<file path="src/hdl/adc_serial_params.svh">
// constants of the serial result readout port
`ifndef ADC_SERIAL_PARAMS_SVH
`define ADC_SERIAL_PARAMS_SVH
`define RESULT_BITS 16
`define BIT_CNT_W 5
`define LAST_BIT 5'h0_00F
`define CONV_CYCLES 8'h00_A0
`define CONV_HALF 8'h00_50
`define MCLK_DIV 4'h0_4
`define ZERO16 16'h0000
`endif

</file>
<file path="src/hdl/adc_serial_pkg.sv">
// types of the serial result readout port
package adc_serial_pkg;
    typedef enum logic [1:0] {IDLE, CONVERT, SHIFT} phase_t;
endpackage : adc_serial_pkg

</file>
<file path="src/hdl/adc_serial_readout_port.sv">
// serial result readout port of a 16-bit sampling converter
`timescale 1ns/1ps
`include "adc_serial_params.svh"
// Operation
// - serial port active when serial_parallel_select high
// - sixteen bits per result, msb first, one per clock pulse
// - clock_source_select low makes the port generate the serial clock
// - master mode drives a frame valid strobe
// - serial clock and strobe polarity each invertible
// - master data changes with the falling clock edge, held stable across the rising edge
// - readmode_chain_input picks read after or during conversion
// - master read-after mode keeps busy high until sixteen bits out
// - clock_source_select high shifts on the host clock
// - slave read-after needs busy low, chip select and enable low
// - slave accepts continuous or gapped clock, either idle level
// - slave read-after supports host clock up to 40 MHz
// - slave read-after passes cascade input after own result
// - cascade input sampled on edge opposite the shifting edge
// - slave read-during must finish before conversion end, else flag
// - chip select or enable high puts the serial clock, strobe and data outputs in high impedance
// - convert_start_n low starts conversion, busy high until done
module adc_serial_readout_port
(
    // clock and reset
    input wire logic clock,
    input wire logic reset,
    // static configuration pins
    input wire logic serial_parallel_select,
    input wire logic clock_source_select,
    input wire logic clock_polarity_invert,
    input wire logic strobe_polarity_invert,
    input wire logic readmode_chain_input,
    // conversion control and result
    input wire logic convert_start_n,
    input wire logic [15:0] conversionResult,
    input wire logic chipSelectN,
    input wire logic readEnableN,
    // host serial clock input
    input wire logic serialClockIn,
    // outputs
    output logic busy,
    output logic serialClockOut,
    output logic serialClockOutEnN,
    output logic frameStrobe,
    output logic frameStrobeEnN,
    output logic serial_result_out,
    output logic serialOutEnN,
    output logic read_overrun_flag
);
    // ************************************************
    // input synchronisers
    // ************************************************
    logic [1:0] sclkSync_reg;
    logic [1:0] chainSync_reg;
    logic [1:0] cnvSync_reg;
    logic [1:0] csSync_reg;
    logic [1:0] rdSync_reg;
    logic sclkLast_reg;
    // two stages for the host clock, chain, start, chip select and read enable inputs
    always_ff @(posedge clock or posedge reset)
    begin
        if (reset)
        begin
            sclkSync_reg <= 2'h0;
            chainSync_reg <= 2'h0;
            cnvSync_reg <= 2'h3;
            csSync_reg <= 2'h3;
            rdSync_reg <= 2'h3;
            sclkLast_reg <= 1'b0;
        end
        else
        begin
            sclkSync_reg <= {sclkSync_reg[0], serialClockIn};
            chainSync_reg <= {chainSync_reg[0], readmode_chain_input};
            cnvSync_reg <= {cnvSync_reg[0], convert_start_n};
            csSync_reg <= {csSync_reg[0], chipSelectN};
            rdSync_reg <= {rdSync_reg[0], readEnableN};
            sclkLast_reg <= sclkSync_reg[1];
        end
    end

    logic sclkRise;
    logic sclkFall;
    logic selected;
    logic slaveMode;
    logic readAfter;
    // host clock edges seen by the local clock
    assign sclkRise = sclkSync_reg[1] & ~sclkLast_reg;
    assign sclkFall = ~sclkSync_reg[1] & sclkLast_reg;
    assign selected = ~csSync_reg[1] & ~rdSync_reg[1];
    assign slaveMode = clock_source_select;
    assign readAfter = ~chainSync_reg[1];

    // ************************************************
    // conversion timing
    // ************************************************
    adc_serial_pkg::phase_t phase_reg;
    logic [7:0] convCnt_reg;
    logic convDone;
    logic shiftDone;
    logic holdBusy;
    assign convDone = (phase_reg == adc_serial_pkg::CONVERT)
        && (convCnt_reg == `CONV_CYCLES);
    assign holdBusy = serial_parallel_select & ~slaveMode & readAfter;
    // convert, then optionally shift out before busy falls
    always_ff @(posedge clock or posedge reset)
    begin
        if (reset)
        begin
            phase_reg <= adc_serial_pkg::IDLE;
            convCnt_reg <= 8'h00;
        end
        else
        begin
            unique case (phase_reg)
                adc_serial_pkg::IDLE:
                begin
                    convCnt_reg <= 8'h00;
                    if (!cnvSync_reg[1])
                        phase_reg <= adc_serial_pkg::CONVERT;
                end
                adc_serial_pkg::CONVERT:
                begin
                    convCnt_reg <= convCnt_reg + 8'h01;
                    if (convDone)
                        phase_reg <= holdBusy ? adc_serial_pkg::SHIFT
                            : adc_serial_pkg::IDLE;
                end
                adc_serial_pkg::SHIFT:
                    if (shiftDone)
                        phase_reg <= adc_serial_pkg::IDLE;
            endcase
        end
    end

    // busy output from the phase
    always_ff @(posedge clock or posedge reset)
    begin
        if (reset)
            busy <= 1'b0;
        else
            busy <= (phase_reg != adc_serial_pkg::IDLE);
    end

    // ************************************************
    // result latches
    // ************************************************
    logic [15:0] result_reg;
    logic [15:0] previous_reg;
    // capture at end of conversion, keep prior for read-during
    always_ff @(posedge clock or posedge reset)
    begin
        if (reset)
        begin
            result_reg <= `ZERO16;
            previous_reg <= `ZERO16;
        end
        else if (convDone)
        begin
            result_reg <= conversionResult;
            previous_reg <= result_reg;
        end
    end

    // ************************************************
    // master clock generation
    // ************************************************
    logic [3:0] divCnt_reg;
    logic tick;
    assign tick = (divCnt_reg == `MCLK_DIV);
    // enable pulse for master half periods
    always_ff @(posedge clock or posedge reset)
    begin
        if (reset)
            divCnt_reg <= 4'h0;
        else
            divCnt_reg <= tick ? 4'h0 : divCnt_reg + 4'h1;
    end

    // ************************************************
    // shift engine
    // ************************************************
    logic [15:0] shift_reg;
    logic [4:0] bitCnt_reg;
    logic active_reg;
    logic mclk_reg;
    logic chainBit_reg;
    logic startShift;
    logic shiftEdge;
    logic sampleEdge;
    // master starts after conversion or at conversion start
    assign startShift = serial_parallel_select & ~active_reg & (slaveMode
        ? (readAfter ? (phase_reg == adc_serial_pkg::IDLE) & selected
                     : (phase_reg == adc_serial_pkg::CONVERT) & selected
                       & (convCnt_reg == 8'h00))
        : (readAfter ? convDone
                     : (phase_reg == adc_serial_pkg::CONVERT)
                       & (convCnt_reg == 8'h00)));
    // slave shifts on falling, samples on rising (cpol 0 cpha 0)
    assign shiftEdge = slaveMode ? sclkFall & selected
        : tick & mclk_reg;
    assign sampleEdge = slaveMode ? sclkRise & selected
        : tick & ~mclk_reg;
    assign shiftDone = active_reg & shiftEdge & (bitCnt_reg == `LAST_BIT);

    // load, count and shift msb first
    always_ff @(posedge clock or posedge reset)
    begin
        if (reset)
        begin
            shift_reg <= `ZERO16;
            bitCnt_reg <= 5'h00;
            active_reg <= 1'b0;
            mclk_reg <= 1'b0;
            chainBit_reg <= 1'b0;
        end
        else if (startShift)
        begin
            shift_reg <= readAfter ? (convDone ? conversionResult
                : result_reg) : result_reg;
            bitCnt_reg <= 5'h00;
            active_reg <= 1'b1;
            mclk_reg <= 1'b0;
        end
        else if (active_reg)
        begin
            if (!slaveMode && tick)
                mclk_reg <= ~mclk_reg;
            if (sampleEdge)
                chainBit_reg <= chainSync_reg[1];
            if (shiftEdge)
            begin
                shift_reg <= {shift_reg[14:0],
                    slaveMode & readAfter & chainBit_reg};
                bitCnt_reg <= bitCnt_reg + 5'h01;
                if (bitCnt_reg == `LAST_BIT && !(slaveMode && readAfter))
                    active_reg <= 1'b0;
            end
            if (slaveMode && readAfter && !selected)
                active_reg <= 1'b0; // chain passthrough ends on deselect
        end
    end

    // ************************************************
    // read overrun detection
    // ************************************************
    logic overrun;
    assign overrun = convDone & slaveMode & ~readAfter & active_reg
        & (bitCnt_reg <= `LAST_BIT);

    // ************************************************
    // registered outputs
    // ************************************************
    // polarity, tristate enables and overrun pulse
    always_ff @(posedge clock or posedge reset)
    begin
        if (reset)
        begin
            serialClockOut <= 1'b0;
            serialClockOutEnN <= 1'b1;
            frameStrobe <= 1'b0;
            frameStrobeEnN <= 1'b1;
            serial_result_out <= 1'b0;
            serialOutEnN <= 1'b1;
            read_overrun_flag <= 1'b0;
        end
        else
        begin
            serialClockOut <= mclk_reg ^ clock_polarity_invert;
            frameStrobe <= (active_reg & ~slaveMode)
                ^ strobe_polarity_invert;
            serialClockOutEnN <= ~(selected & serial_parallel_select
                & ~slaveMode);
            frameStrobeEnN <= ~(selected & serial_parallel_select
                & ~slaveMode);
            serial_result_out <= shift_reg[15];
            serialOutEnN <= ~(selected & serial_parallel_select);
            read_overrun_flag <= overrun;
        end
    end

    // ************************************************
    // assertions
    // ************************************************
    a_busy_start: assert property (@(posedge clock) disable iff (reset)
        (phase_reg == adc_serial_pkg::IDLE) && !cnvSync_reg[1]
        |=> ##1 busy)
        else $error("busy did not rise after convert start");
    a_hiz_desel: assert property (@(posedge clock) disable iff (reset)
        !selected |=> serialOutEnN)
        else $error("data output driven while deselected");
    a_busy_hold: assert property (@(posedge clock) disable iff (reset)
        phase_reg == adc_serial_pkg::SHIFT |=> busy)
        else $error("busy fell before bits shifted out");
    a_overrun_pulse: assert property (@(posedge clock) disable iff (reset)
        read_overrun_flag |=> !read_overrun_flag)
        else $error("overrun flag not a single pulse");
    a_strobe_span: assert property (@(posedge clock) disable iff (reset)
        !slaveMode && !strobe_polarity_invert && $rose(active_reg)
        |=> frameStrobe)
        else $error("strobe missing during master frame");
    a_master_clk: assert property (@(posedge clock) disable iff (reset)
        !active_reg && !slaveMode |=> $stable(mclk_reg))
        else $error("master clock toggled outside frame");
    a_msb_first: assert property (@(posedge clock) disable iff (reset)
        startShift |=> shift_reg[15] == ($past(readAfter && convDone)
        ? $past(conversionResult[15]) : $past(result_reg[15])))
        else $error("msb not loaded first");
    a_slave_noclk: assert property (@(posedge clock) disable iff (reset)
        slaveMode |-> ##1 (serialClockOutEnN || !selected ||
        !serial_parallel_select))
        else $error("clock driven in slave mode");
    c_master_read: cover property (@(posedge clock) disable iff (reset)
        !slaveMode && shiftDone);
    c_slave_read: cover property (@(posedge clock) disable iff (reset)
        slaveMode && readAfter && shiftEdge);
    c_overrun: cover property (@(posedge clock) disable iff (reset)
        read_overrun_flag);
endmodule : adc_serial_readout_port
</file>
<file path="config.mk">
export PLATFORM = sky130hd
export DESIGN_NAME = adc_serial_readout_port
export DESIGN_NICKNAME = d
export VERILOG_FILES = /design/src/hdl/adc_serial_pkg.sv /design/src/hdl/adc_serial_readout_port.sv
export VERILOG_INCLUDE_DIRS = /design/src /design/src/hdl
export SDC_FILE = /design/constraint.sdc
export NUM_CORES = 1
export LEC_CHECK = 0
export CORE_MARGIN = 5
export CORE_UTILIZATION = 40
export DETAILED_ROUTE_END_ITERATION = 12
export DONT_BUFFER_PORTS = 1
export PLACE_DENSITY = 0.5
export SYNTH_ARGS = -nofsm -noshare
export SYNTH_HDL_FRONTEND = slang
export SYNTH_SLANG_ARGS = --single-unit
</file>
<file path="constraint.sdc">
create_clock -name clock -period 4.85 [get_ports clock]
set_input_delay 0.485 -clock clock [delete_from_list [all_inputs] [get_ports clock]]
set_output_delay 0.485 -clock clock [all_outputs]
set_load 0.005 [all_outputs]
</file>
### Word-level counts from Yosys, hierarchy flattened

Index checks and enable logic that the tools add are counted.

* add/subtract/negate cells: 3
* $lt $le $gt $ge: 1
* equality and inequality tests: 8
* multiplexer cells: 28
* bitwise operators: 39
* reduce and logical (&&, ||, !) cells: 19

Operator list (number)
* 16-bit two-way mux: 5
* 1-bit bitwise AND: 26
* 8-bit one-hot mux with 2 select lines: 1
* 5-bit two-way mux: 3
* 1-bit two-way mux: 13
* 1-bit NOT: 11
* 2-bit nonzero test: 5
* 8-bit by 1-bit adder with 8-bit output (second input constant): 1
* 8-bit equality test (second input constant): 1
* 8-bit zero test: 1
* 2-bit two-way mux: 4
* 2-bit inequality test (second input constant): 3
* 2-bit one-hot mux with 3 select lines: 1
* 3-bit AND reduction: 2
* 5-bit by 1-bit adder with 5-bit output (second input constant): 1
* 5-bit by 4-bit equality test with 1-bit output (second input constant): 1
* 5-bit by 4-bit less-or-equal comparator with 1-bit output (second input constant): 1
* 1-bit logical AND: 5
* 4-bit by 1-bit adder with 4-bit output (second input constant): 1
* 4-bit by 3-bit equality test with 1-bit output (second input constant): 1
* 4-bit two-way mux: 1
* 2-bit AND reduction: 2
* 1-bit zero test: 3
* 2-bit by 1-bit equality test with 1-bit output (second input constant): 1
* other kinds (3): 4

* bits in registers: 72
* input bits: 27
* output and inout bits: 8
* word-level logic and storage cells: 120

### Depth between registers and ports, before layout

Gate-level depths: netlist of run 1.

* depth in word-level cells: 9
* gate-level depth with buffers: 9
* gate-level depth less buffers: 7

### Worst setup path after synthesis of run 1

Ideal clock, no wire load.

* kind: register to register
* start point: register convCnt_reg[0]
* end point: register shift_reg[0]
* data arrival time: 1.767 ns
* data required time: 4.709 ns
* path slack: 2.942 ns
* stages on the path, launching flop included: 10
* clock period less this slack: 1.908 ns
* cell sequence: dfrtp_1 inv_1 ha_1 nor3b_2 and4b_1 buf_4 buf_4 mux2_1 nor2_1 a31oi_1

* longest elaborated chain between the ends: 7
* elaborated cells on any way between the ends: 15
* classes of those cells: eq/ne: 1; mux: 6; bitwise: 3; reduce/logical: 5

RTL lines
* start: declaration: line adc_serial_readout_port.sv:98 `logic [7:0] convCnt_reg;`
* start signal: assignment: line adc_serial_readout_port.sv:124 `convCnt_reg <= convCnt_reg + 8'h01;`
* 8-bit equality test (no line) or 8-bit zero test (tied branches)
* 1-bit logical AND, or another cell as far along: line adc_serial_readout_port.sv:102 `assign convDone = (phase_reg == adc_serial_pkg::CONVERT)`
* 1-bit two-way mux (on tied branches): line adc_serial_readout_port.sv:196, adc_serial_readout_port.sv:193
* 1-bit two-way mux: line adc_serial_readout_port.sv:193 `? (readAfter ? (phase_reg == adc_serial_pkg::IDLE) & selected`
* 1-bit bitwise AND: line adc_serial_readout_port.sv:192 `assign startShift = serial_parallel_select & ~active_reg & (slaveMode`
* 2-bit nonzero test (no line)
* 2-bit AND reduction (no line)
* end signal: assignment: line adc_serial_readout_port.sv:211 `` shift_reg <= `ZERO16; ``
* end signal: assignment: line adc_serial_readout_port.sv:219 `shift_reg <= readAfter ? (convDone ? conversionResult`
* end signal: assignment: line adc_serial_readout_port.sv:233 `shift_reg <= {shift_reg[14:0],`
* end: declaration: line adc_serial_readout_port.sv:183 `logic [15:0] shift_reg;`

Several ways; a longest one is shown, not always the timed one.
A chain may end at the register's enable or synchronous reset.

### Final worst setup path of run 1

* start point: register phase_reg[1]
* end point: register shift_reg[7]

* longest elaborated chain between the ends: 8
* elaborated cells on any way between the ends: 17
* classes of those cells: eq/ne: 1; mux: 6; bitwise: 5; reduce/logical: 5

RTL lines
* start: declaration: line adc_serial_readout_port.sv:97 `adc_serial_pkg::phase_t phase_reg;`
* start signal: assignment: line adc_serial_readout_port.sv:110 `phase_reg <= adc_serial_pkg::IDLE;`
* start signal: assignment: line adc_serial_readout_port.sv:120 `phase_reg <= adc_serial_pkg::CONVERT;`
* start signal: assignment: line adc_serial_readout_port.sv:126 `phase_reg <= holdBusy ? adc_serial_pkg::SHIFT`
* 2-bit by 1-bit equality test with 1-bit output: line adc_serial_readout_port.sv:102, adc_serial_readout_port.sv:194, adc_serial_readout_port.sv:197
* 1-bit bitwise AND: line adc_serial_readout_port.sv:194 `: (phase_reg == adc_serial_pkg::CONVERT) & selected`
* 1-bit bitwise AND: line adc_serial_readout_port.sv:195 `& (convCnt_reg == 8'h00))`
* 1-bit two-way mux (2 in a row): line adc_serial_readout_port.sv:193
* 1-bit bitwise AND: line adc_serial_readout_port.sv:192
* 2-bit nonzero test (no line)
* 2-bit AND reduction (no line)

Several ways; a longest one is shown, not always the timed one.

==> impl_results.md, run 1 <==
- Clock Pin Slew Worst Setup and Hold Paths: 0.08 ns
- Crit-path max FO: 20
- Avg Cell Area, Syn: 11.1 um2
- Nets@finish: 334
- Top post-synthesis cells by area: dfrtp_1 48%, mux2_1 7.1%, dfstp_2 6.3%
- # setup viols final: 0
- Mapped cell area: 0.00332 mm2
- Hold_sp: chipSelectN
- Die area: 0.0102 mm2
- Post-CTS Hold Buffers: 0
- Status: finished, final reports clean
- # H-tree levels: 3
- Unrepaired setup endpoints after global routing: false
- Port Buffers: 0
- Initial antenna violation count: 0
- Post-Syn Nets: 336
- CP delay by family, top: simple AND/OR/NAND/NOR gates
- Hold path depth: 0
- Drt first pass iters: 4
- Largest net degree at the start of global routing: 39
- Commonest register cell after synthesis: dfrtp_1
- Crit end category: register
- Vias per std cell: 5.05
- Setup TNS: 0 ns
- Reg-to-reg endpoint: shift_reg[7]
- Synth Register Bits: 72
- Max Slew Vio Count: 0
- Die Ht: 101 um
- Resize count post-CTS: 0
- Reg2Reg Depth: 6
- Hold EP: csSync_reg[0]
- EDFF count, synth: 0
- GP Congestion: 0.728
- Clk buf depth: 2
- Layout cells sized above 1: 14.2%
- Final HPWL DP: 4050 um
- Ports: 35
- Fmax achieved: 0.389 GHz
- Final ANT Viol Nets: 0
- Clock Skews: 0.0139 ns
- Crit path launch type: register
- Worst r2r src: phase_reg[1]
- Clk root buf: clkbuf_8
- Critical path cell sequence: inv_1 > ha_1 > and4b_1 > mux2_2 > nor2_1 > a31oi_1
- Count of cell types in the netlist: 43
- Number of remaining DRC errors: 0
- Yosys warning total: 0
- Share of the synthesized area in the top cell type: 48.2%
- Total GRT Usage: 13.1%
- Total number of vias: 2062
- Peak VDD IR: 170 uV
- Diodes inserted: 0
- Rows: 33
- PD cells: 399 mW/mm2
- Final wirelength: 6100 um
- First-pass GRT wire length: 10400 um
- Area grow syn2layout: 9.39%
- Setup Buffers After CTS: 0
- Crit Path Category: reg -> reg
- CTS Buf Count: 9
- Pin slew with the least headroom to its limit: 0.918 ns
- Starting DRT DRC Count: 53
- Number of global-route vias before repair: 2135
- Core ar.: 0.00813 mm2
- Filler cell count: 786
- Max Cap Violations: 0
- DP Worst Slack: 2.24 ns
- Slew headroom: 38.6%
- Initial core utilization: 40.8%
- CTS tree: done
- Clock network latency to the later pin of the worst-skew pair: 0.35 ns
- WL/cell: 15.0 um
- CP Buf/Inv Count: 1
- Worst setup margin: 2.28 ns
- Die width: 101 um
- Tmin final: 2.57 ns
- Static Leak: 1.56 nW
- Worst hold path class: in -> reg
- R2R setup slack: 2.28 ns
- GRT Residual Overflow: 0
- Worst path max stage delay: 0.86 ns
- WP data arrival: 2.79 ns
- Area leader, netlist: dfrtp_1
- Period utilization: 53.1%
- Worst path slowest cell: and4b_1
- Register area share after synthesis: 54.6%
- Share of synthesized flip-flops with an asynchronous set or reset: 100%
- Mapped Cells: 300
- Worst path required time: 5.07 ns
- Hold Vio Cnt, Final: 0
- CTS sink cnt: 72
-- worst max path at each step --
stage	from	slack, ns	cells past startpoint	end
final	phase_reg[1]	2.28	6	shift_reg[7]
after global routing	phase_reg[1]	2.02	4	result_reg[9]
after CTS	phase_reg[1]	2.21	4	result_reg[9]
after detailed placement	phase_reg[1]	2.24	4	result_reg[9]
after global placement	phase_reg[1]	2.31	4	result_reg[2]
after floorplan	reset	2.55	1	active_reg
-- worst register-to-register path, delay by kind of cell (launching register included) --
family                   cells  cell delay, ns
AO/OA/AOI/OAI                1            0.05
adder cells (fa/ha/maj)      1            0.53
buffers and inverters        1            0.09
flip-flops                   1            0.40
multiplexers                 1            0.41
AND/OR/NAND/NOR              2            0.97
-- cells in the mapped netlist (6+ instances only) --
master / number
a21oi_1: 6
a31oi_1: 15
dfrtp_1: 64
dfstp_2: 8
ha_1: 9
inv_1: 13
mux2_1: 21
mux2_2: 11
mux2i_1: 7
nand2_1: 41
nand3_1: 14
nor2_1: 24
o21ai_0: 7
-- per-layer routing --
metal	share of wire, %	routed length [um]	vias to the layer above	global-route usage, %
met5	0	0	-	0
met4	1.1	66	0	4.60
met3	6.0	369	4	4.78
met2	44	2700	36	19.6
met1	49	2960	998	17.6
li1	-	-	1024	-
-- stage by stage --
stage	power [mW]	hold slack, ns	utilization, %	instances	cell area, um2
after floorplan	0.851	0.331	-	300	3320
after global placement	0.879	0.336	41.7	392	3390
after detailed placement	0.881	0.335	41.7	392	3390
after CTS	1.47	0.113	44.6	408	3630
after global routing	1.52	0.102	44.6	408	3630
final	1.45	0.134	44.6	408	3630
-- layout by cell type, fill, tap and decap left out, drive strengths merged, types with 3 or more instances in the layout --
cell and count:
ha 9, a21oi 6, nor2b 3, mux2 32, nand2b 5, nor2 24, nand2 41, mux2i 7
o21ai 8, and3 4, dfstp 8, xor2 4, xnor2 3, a31oi 15, dfrtp 64, bufinv 3
clkbuf 10, nand3 14, o211ai 3, inv 15
-- cell type report --
type | count | area (um2) | area share, %
timing repair buffer | 2 | 15.0 | 0.414
multi-input combinational | 199 | 1380 | 37.9
clock inverter | 6 | 115 | 3.17
clock buffer | 10 | 128 | 3.51
inverter | 14 | 52.6 | 1.45
sequential | 72 | 1810 | 49.9
tap | 105 | 131 | 3.62
-- power breakdown --
group / switching, mW / internal, mW
sequential: 0.0490 / 0.685
combinational: 0.0681 / 0.0643
clock: 0.238 / 0.345
total: 0.355 / 1.09
-- kinds of logic (layout without fill, tap and decap cells) --
group / Yosys count / count (layout) / share of synthesized area [%]
compound gates: 38 / 38 / 7.88
xor+xnor: 7 / 7 / 1.85
fa+ha+maj: 9 / 9 / 3.39
buf+inv: 29 / 32 / 3.92
flops: 72 / 72 / 54.6
mux: 39 / 39 / 13.0
simple gates: 106 / 106 / 15.4
No activity file was read; power rests on OpenSTA's default activity.
==> run 2, diff against run 1 <==
==> constraint.sdc (replaced) <==
create_clock -name clock -period 2.5 [get_ports clock]
set_input_delay 0.25 -clock clock [delete_from_list [all_inputs] [get_ports clock]]
set_output_delay 0.25 -clock clock [all_outputs]
set_load 0.005 [all_outputs]
==> run 2 against run 1 <==
Effect of this change: clock power grew 97%; non-clock buffer count grew 19; global-route usage grew 0.44 points; via count grew 4.2%; cell count grew 4.7%; largest cell class unchanged; critical path type unchanged; critical path depth grew 2; sequential share of layout area shrank 2.5 points.
==> impl_results.md, run 2 (synthesis gave the netlist of run 1 again) <==
- Worst path required time: 2.71 ns
- Core ar.: 0.00813 mm2
- Die area: 0.0102 mm2
- DP Worst Slack: 0.445 ns
- Worst hold path class: in -> reg
- CTS tree: done
- Drt first pass iters: 4
- Vias per std cell: 5.03
- CTS Buf Count: 9
- Util after Layout: 47.0%
- GRT Residual Overflow: 0
- Ports: 35
- Setup Buffers After CTS: 0
- Slew headroom: 65.8%
- Nets@finish: 353
- # H-tree levels: 3
- Commonest non-fill, non-tap cells in the layout: 64 x dfrtp_1, 41 x nand2_1, 24 x nor2_1
- First-pass GRT wire length: 10700 um
- Port Buffers: 0
- Setup TNS: 0 ns
- Period utilization: 81.0%
- Crit Path Category: reg -> reg
- Layout cells sized above 1: 16.1%
- PD cells: 748 mW/mm2
- Area grow syn2layout: 15.2%
- GRT met1 Usage: 18.8%
- Initial core utilization: 40.8%
- # setup viols final: 0
- Peak VDD IR: 444 uV
- Gr busiest metal: met2
- Max Cap Violations: 0
- Fin area: 0.00382 mm2
- Die Ht: 101 um
- Hold Vio Cnt, Final: 0
- Number of global-route vias before repair: 2185
- Clock Pin Slew Worst Setup and Hold Paths: 0.08 ns
- Diodes inserted: 0
- Worst setup margin: 0.475 ns
- Static Leak: 1.66 nW
- WP data arrival: 2.23 ns
- Initial antenna violation count: 0
- Tmin final: 2.02 ns
- Post-placement cell area: 0.00346 mm2
- Post-Layout Cell Count: 427
- Max Slew Vio Count: 0
- Clk root buf: clkbuf_8
- Total GRT Usage: 13.6%
- Worst path max stage delay: 0.41 ns
- GP Congestion: 0.699
- Total number of vias: 2148
- Critical path cell sequence: inv_1 > ha_1 > nor3b_2 > and4b_1 > buf_4 > mux2_1 > nor2_1 > a31oi_1
- Status: finished, final reports clean
- Final ANT Viol Nets: 0
- Worst path slowest cell: dfrtp_1
- Final wirelength: 6150 um
- Clk buf depth: 2
- Unrepaired setup endpoints after global routing: false
- Rows: 33
- Pin slew with the least headroom to its limit: 0.512 ns
- Clock Skews: 0.00892 ns
- Die width: 101 um
- WL/cell: 14.4 um
- Clock network latency to the later pin of the worst-skew pair: 0.35 ns
- Crit end category: register
- Most common cell after layout, fill and taps aside: dfrtp_1
- Crit-path max FO: 16
- Crit path launch type: register
- Grt met3 use: 4.43%
- Number of remaining DRC errors: 0
- Post-placement cell count: 400
- Fmax achieved: 0.494 GHz
- Largest net degree at the start of global routing: 35
- CP Buf/Inv Count: 2
- M2 GR Usage: 19.8%
- CP delay by family, top: simple AND/OR/NAND/NOR gates
- CTS sink cnt: 72
- Starting DRT DRC Count: 62
- Final HPWL DP: 4190 um
run 2: cell count changes in the layout (fill, tap and decap cells not counted), sizes merged:
cell         delta
buf             +8
dlygate4sd3    +11
run 2: final timing paths:
path                            cells after the start  slack [ns]           startpoint               to
worst min-delay path                                1        0.03  conversionResult[4]    result_reg[4]
worst max-delay path                                8        0.48       convCnt_reg[0]    shift_reg[15]
worst max register to register                      8        0.48       convCnt_reg[0]    shift_reg[15]
worst min register to register                      0        0.36      sclkSync_reg[0]  sclkSync_reg[1]
min in group asynchronous                           2        0.39                reset    result_reg[8]
max in group asynchronous                           3        1.38                reset    csSync_reg[1]
run 2: metal layers:
layer  wire length, um  vias to the layer above
met1              3070                     1045
li1                  -                     1067
met5                 0                        -
met3               285                        8
met2              2710                       28
met4                93                        0
run 2: per-stage QoR:
stage	total power, mW	hold slack, ns
after floorplan	1.65	0.254
final	2.86	0.0259
after detailed placement	1.73	0.205
after global routing	3.02	0.00827
after global placement	1.72	0.192
after CTS	2.91	0.00661
run 2: repair_timing:
item	CTS	global route
resized for setup	0	0
hold buffers	10	1
hold endpoints to repair	29	1
run 2: final cells by class:
type	instances	area [um2]
Timing Repair Buffer	21	198
Sequential cell	72	1810
Inverter	14	52.6
Fill cell	764	4310
Clock inverter	6	115
Clock buffer	10	138
Tap cell	105	131
Multi-Input combinational cell	199	1380
run 2: where the power goes:
part           internal, mW  switching (mW)
clock                 0.695           0.456
sequential             1.33          0.0946
combinational         0.147           0.139
run 2: worst register-to-register path: stages (launching register included):
cell and delay, ns:
dfrtp_1 0.41, inv_1 0.07, ha_1 0.13, nor3b_2 0.28, and4b_1 0.24, buf_4 0.25
mux2_1 0.36, nor2_1 0.09, a31oi_1 0.05
==> run 3, diff against run 2 <==
--- a/config.mk
+++ b/config.mk
@@ -10,7 +10,7 @@
 export CORE_UTILIZATION = 40
 export DETAILED_ROUTE_END_ITERATION = 12
 export DONT_BUFFER_PORTS = 1
-export PLACE_DENSITY = 0.5
+export PLACE_DENSITY = 0.52
 export SYNTH_ARGS = -nofsm -noshare
 export SYNTH_HDL_FRONTEND = slang
 export SYNTH_SLANG_ARGS = --single-unit
==> constraint.sdc (replaced) <==
create_clock -name clock -period 1.7 [get_ports clock]
set_input_delay 0.17 -clock clock [delete_from_list [all_inputs] [get_ports clock]]
set_output_delay 0.17 -clock clock [all_outputs]
set_load 0.005 [all_outputs]
==> run 3 against run 2 <==
Effect of this change: the run now ends with setup timing left; via count increased by 7.6%; first-iteration DRC count decreased by 4.8%; hold slack improved by 0.032 ns; critical endpoint is now shift_reg[12]; largest cell class unchanged; highest routed layer unchanged.
==> impl_results.md, run 3 (synthesis gave the netlist of run 1 again) <==
- Period utilization: 109%
- Peak VDD IR: 543 uV
- Crit-path max FO: 34
- Fmax achieved: 0.538 GHz
- Clk buf depth: 2
- Post-Layout Cell Count: 472
- Most common cell after layout, fill and taps aside: dfrtp_1
- Worst path required time: 1.92 ns
- Total number of vias: 2312
- Static Leak: 1.94 nW
- WL/cell: 14.7 um
- Number of remaining DRC errors: 0
- CTS tree: done
- Largest net degree at the start of global routing: 44
- Fin area: 0.00438 mm2
- Setup TNS: -3.14 ns
- Final HPWL DP: 4380 um
- Hold Vio Cnt, Final: 0
- Filler cell count: 711
- CTS Buf Count: 9
- Starting DRT DRC Count: 59
- Layout cells sized above 1: 29.7%
- Unrepaired setup endpoints after global routing: true
- WP data arrival: 2.08 ns
- Rows: 33
- Max Slew Vio Count: 0
- Worst hold path class: in -> reg
- # setup viols final: 34
- Crit end category: register
- Number of global-route vias before repair: 2410
- Ports: 35
- Worst path slowest cell: dfrtp_1
- Status: complete, but fails checks
- Hold EP: shift_reg[14]
- GP Congestion: 0.726
- Reg-to-reg endpoint: shift_reg[12]
- PD cells: 915 mW/mm2
- Port Buffers: 0
- Clk root buf: clkbuf_8
- Vias per std cell: 4.90
- Diodes inserted: 0
- Worst r2r src: convCnt_reg[1]
- Die Ht: 101 um
- Violated checks: setup timing
- # H-tree levels: 3
- Post-placement cell count: 421
- Pin slew with the least headroom to its limit: 0.318 ns
- Tmin final: 1.86 ns
- Total GRT Usage: 14.3%
- Worst path max stage delay: 0.39 ns
- Crit path launch type: register
- GRT Residual Overflow: 0
- Clock Pin Slew Worst Setup and Hold Paths: 0.08 ns
- Slew headroom: 78.6%
- Post-placement cell area: 0.00367 mm2
- Final wirelength: 6950 um
- Max Cap Violations: 0
- Final Hold Slack: 0.0582 ns
- Hold_sp: conversionResult[14]
- Core ar.: 0.00813 mm2
- Worst setup margin: -0.160 ns
- Initial antenna violation count: 0
- Hold path depth: 2
- Nets@finish: 398
- Clock Skews: 0.00838 ns
- R2R setup slack: -0.16 ns
- Die width: 101 um
- Final ANT Viol Nets: 0
- Reg2Reg Depth: 9
- Critical path cell sequence: inv_2 > ha_4 > nor3b_4 > buf_4 > nand4b_1 > a221o_1 > buf_12 > nand3_1 > o211ai_1
- Initial core utilization: 40.8%
- Clock network latency to the later pin of the worst-skew pair: 0.35 ns
- Area grow syn2layout: 31.8%
- Util after Layout: 53.8%
- Die area: 0.0102 mm2
- DP Worst Slack: -0.198 ns
- Tot Pwr: 4.00 mW
- First-pass GRT wire length: 11300 um
- CTS sink cnt: 72
- Setup crit start: convCnt_reg[1]
- Crit Path Category: reg -> reg
- Drt first pass iters: 4
- Commonest non-fill, non-tap cells in the layout: 64 x dfrtp_1, 41 x nand2_1, 32 x buf_4
## run 3: cell types whose count changed in the layout (fill, tap and decap cells not counted), moves of 3 or more
cell           previous run  this run
mux2_1                   21         8
buf_4                     9        32
nor2_1                   24        18
dlygate4sd3_1            11        27
mux2_4                    0        16
buf_12                    1         4
mux2_2                   11         8
nor2_2                    0         4
## run 3: how the worst max path moves through the flow
stage / end / slack [ns] / depth (start not counted)
6_report: shift_reg[12] / -0.16 / 9
5_1_grt: shift_reg[3] / -0.25 / 8
4_1_cts: shift_reg[15] / -0.18 / 8
3_5_place_dp: shift_reg[1] / -0.20 / 8
3_3_place_gp: shift_reg[1] / -0.15 / 8
2_1_floorplan: shift_reg[0] / -0.13 / 9
## run 3: routing by layer
metal | up-vias | routed length, um | GRT usage [%]
met2 | 31 | 3320 | 22.9
met1 | 1117 | 3230 | 18.4
li1 | 1156 | - | -
met3 | 8 | 311 | 4.08
met5 | - | 0 | 0
met4 | 0 | 94 | 5.21
## run 3: timing repair
| action | CTS | global route |
|---|---|---|
| pin swaps | 10 | 6 |
| hold buffers | 27 | 0 |
| cloned | 1 | 1 |
| hold endpoints to repair | 91 | 0 |
| gates resized for setup | 21 | 19 |
| setup endpoints to repair | 25 | 43 |
| setup buffers | 6 | 0 |
## run 3: final cells by class
cell class / count / area [um2] / area share (%)
well taps: 105 / 131 / 3.00
clock buffers: 10 / 138 / 3.15
flip-flops and latches: 72 / 1810 / 41.4
repair buffers: 66 / 652 / 14.9
clock inverters: 6 / 68.8 / 1.57
multi-input cells: 199 / 1520 / 34.6
inverters: 14 / 58.8 / 1.34
## run 3: report_power, final
group / total, mW / leakage, nW / internal [mW] / switching (mW)
clock: 1.38 / 0.102 / 0.722 / 0.662
combinational: 0.528 / 0.989 / 0.286 / 0.242
sequential: 2.09 / 0.849 / 1.96 / 0.135
total: 4.00 / 1.94 / 2.96 / 1.04
## run 3: worst max-delay path, delay by kind of cell, from the launching register on
| family | cells | cell delay (ns) |
|---|---|---|
| AND/OR/NAND/NOR | 3 | 0.36 |
| AO/OA/AOI/OAI | 2 | 0.43 |
| buffers and inverters | 3 | 0.42 |
| flip-flops | 1 | 0.39 |
| adder cells (fa/ha/maj) | 1 | 0.12 |
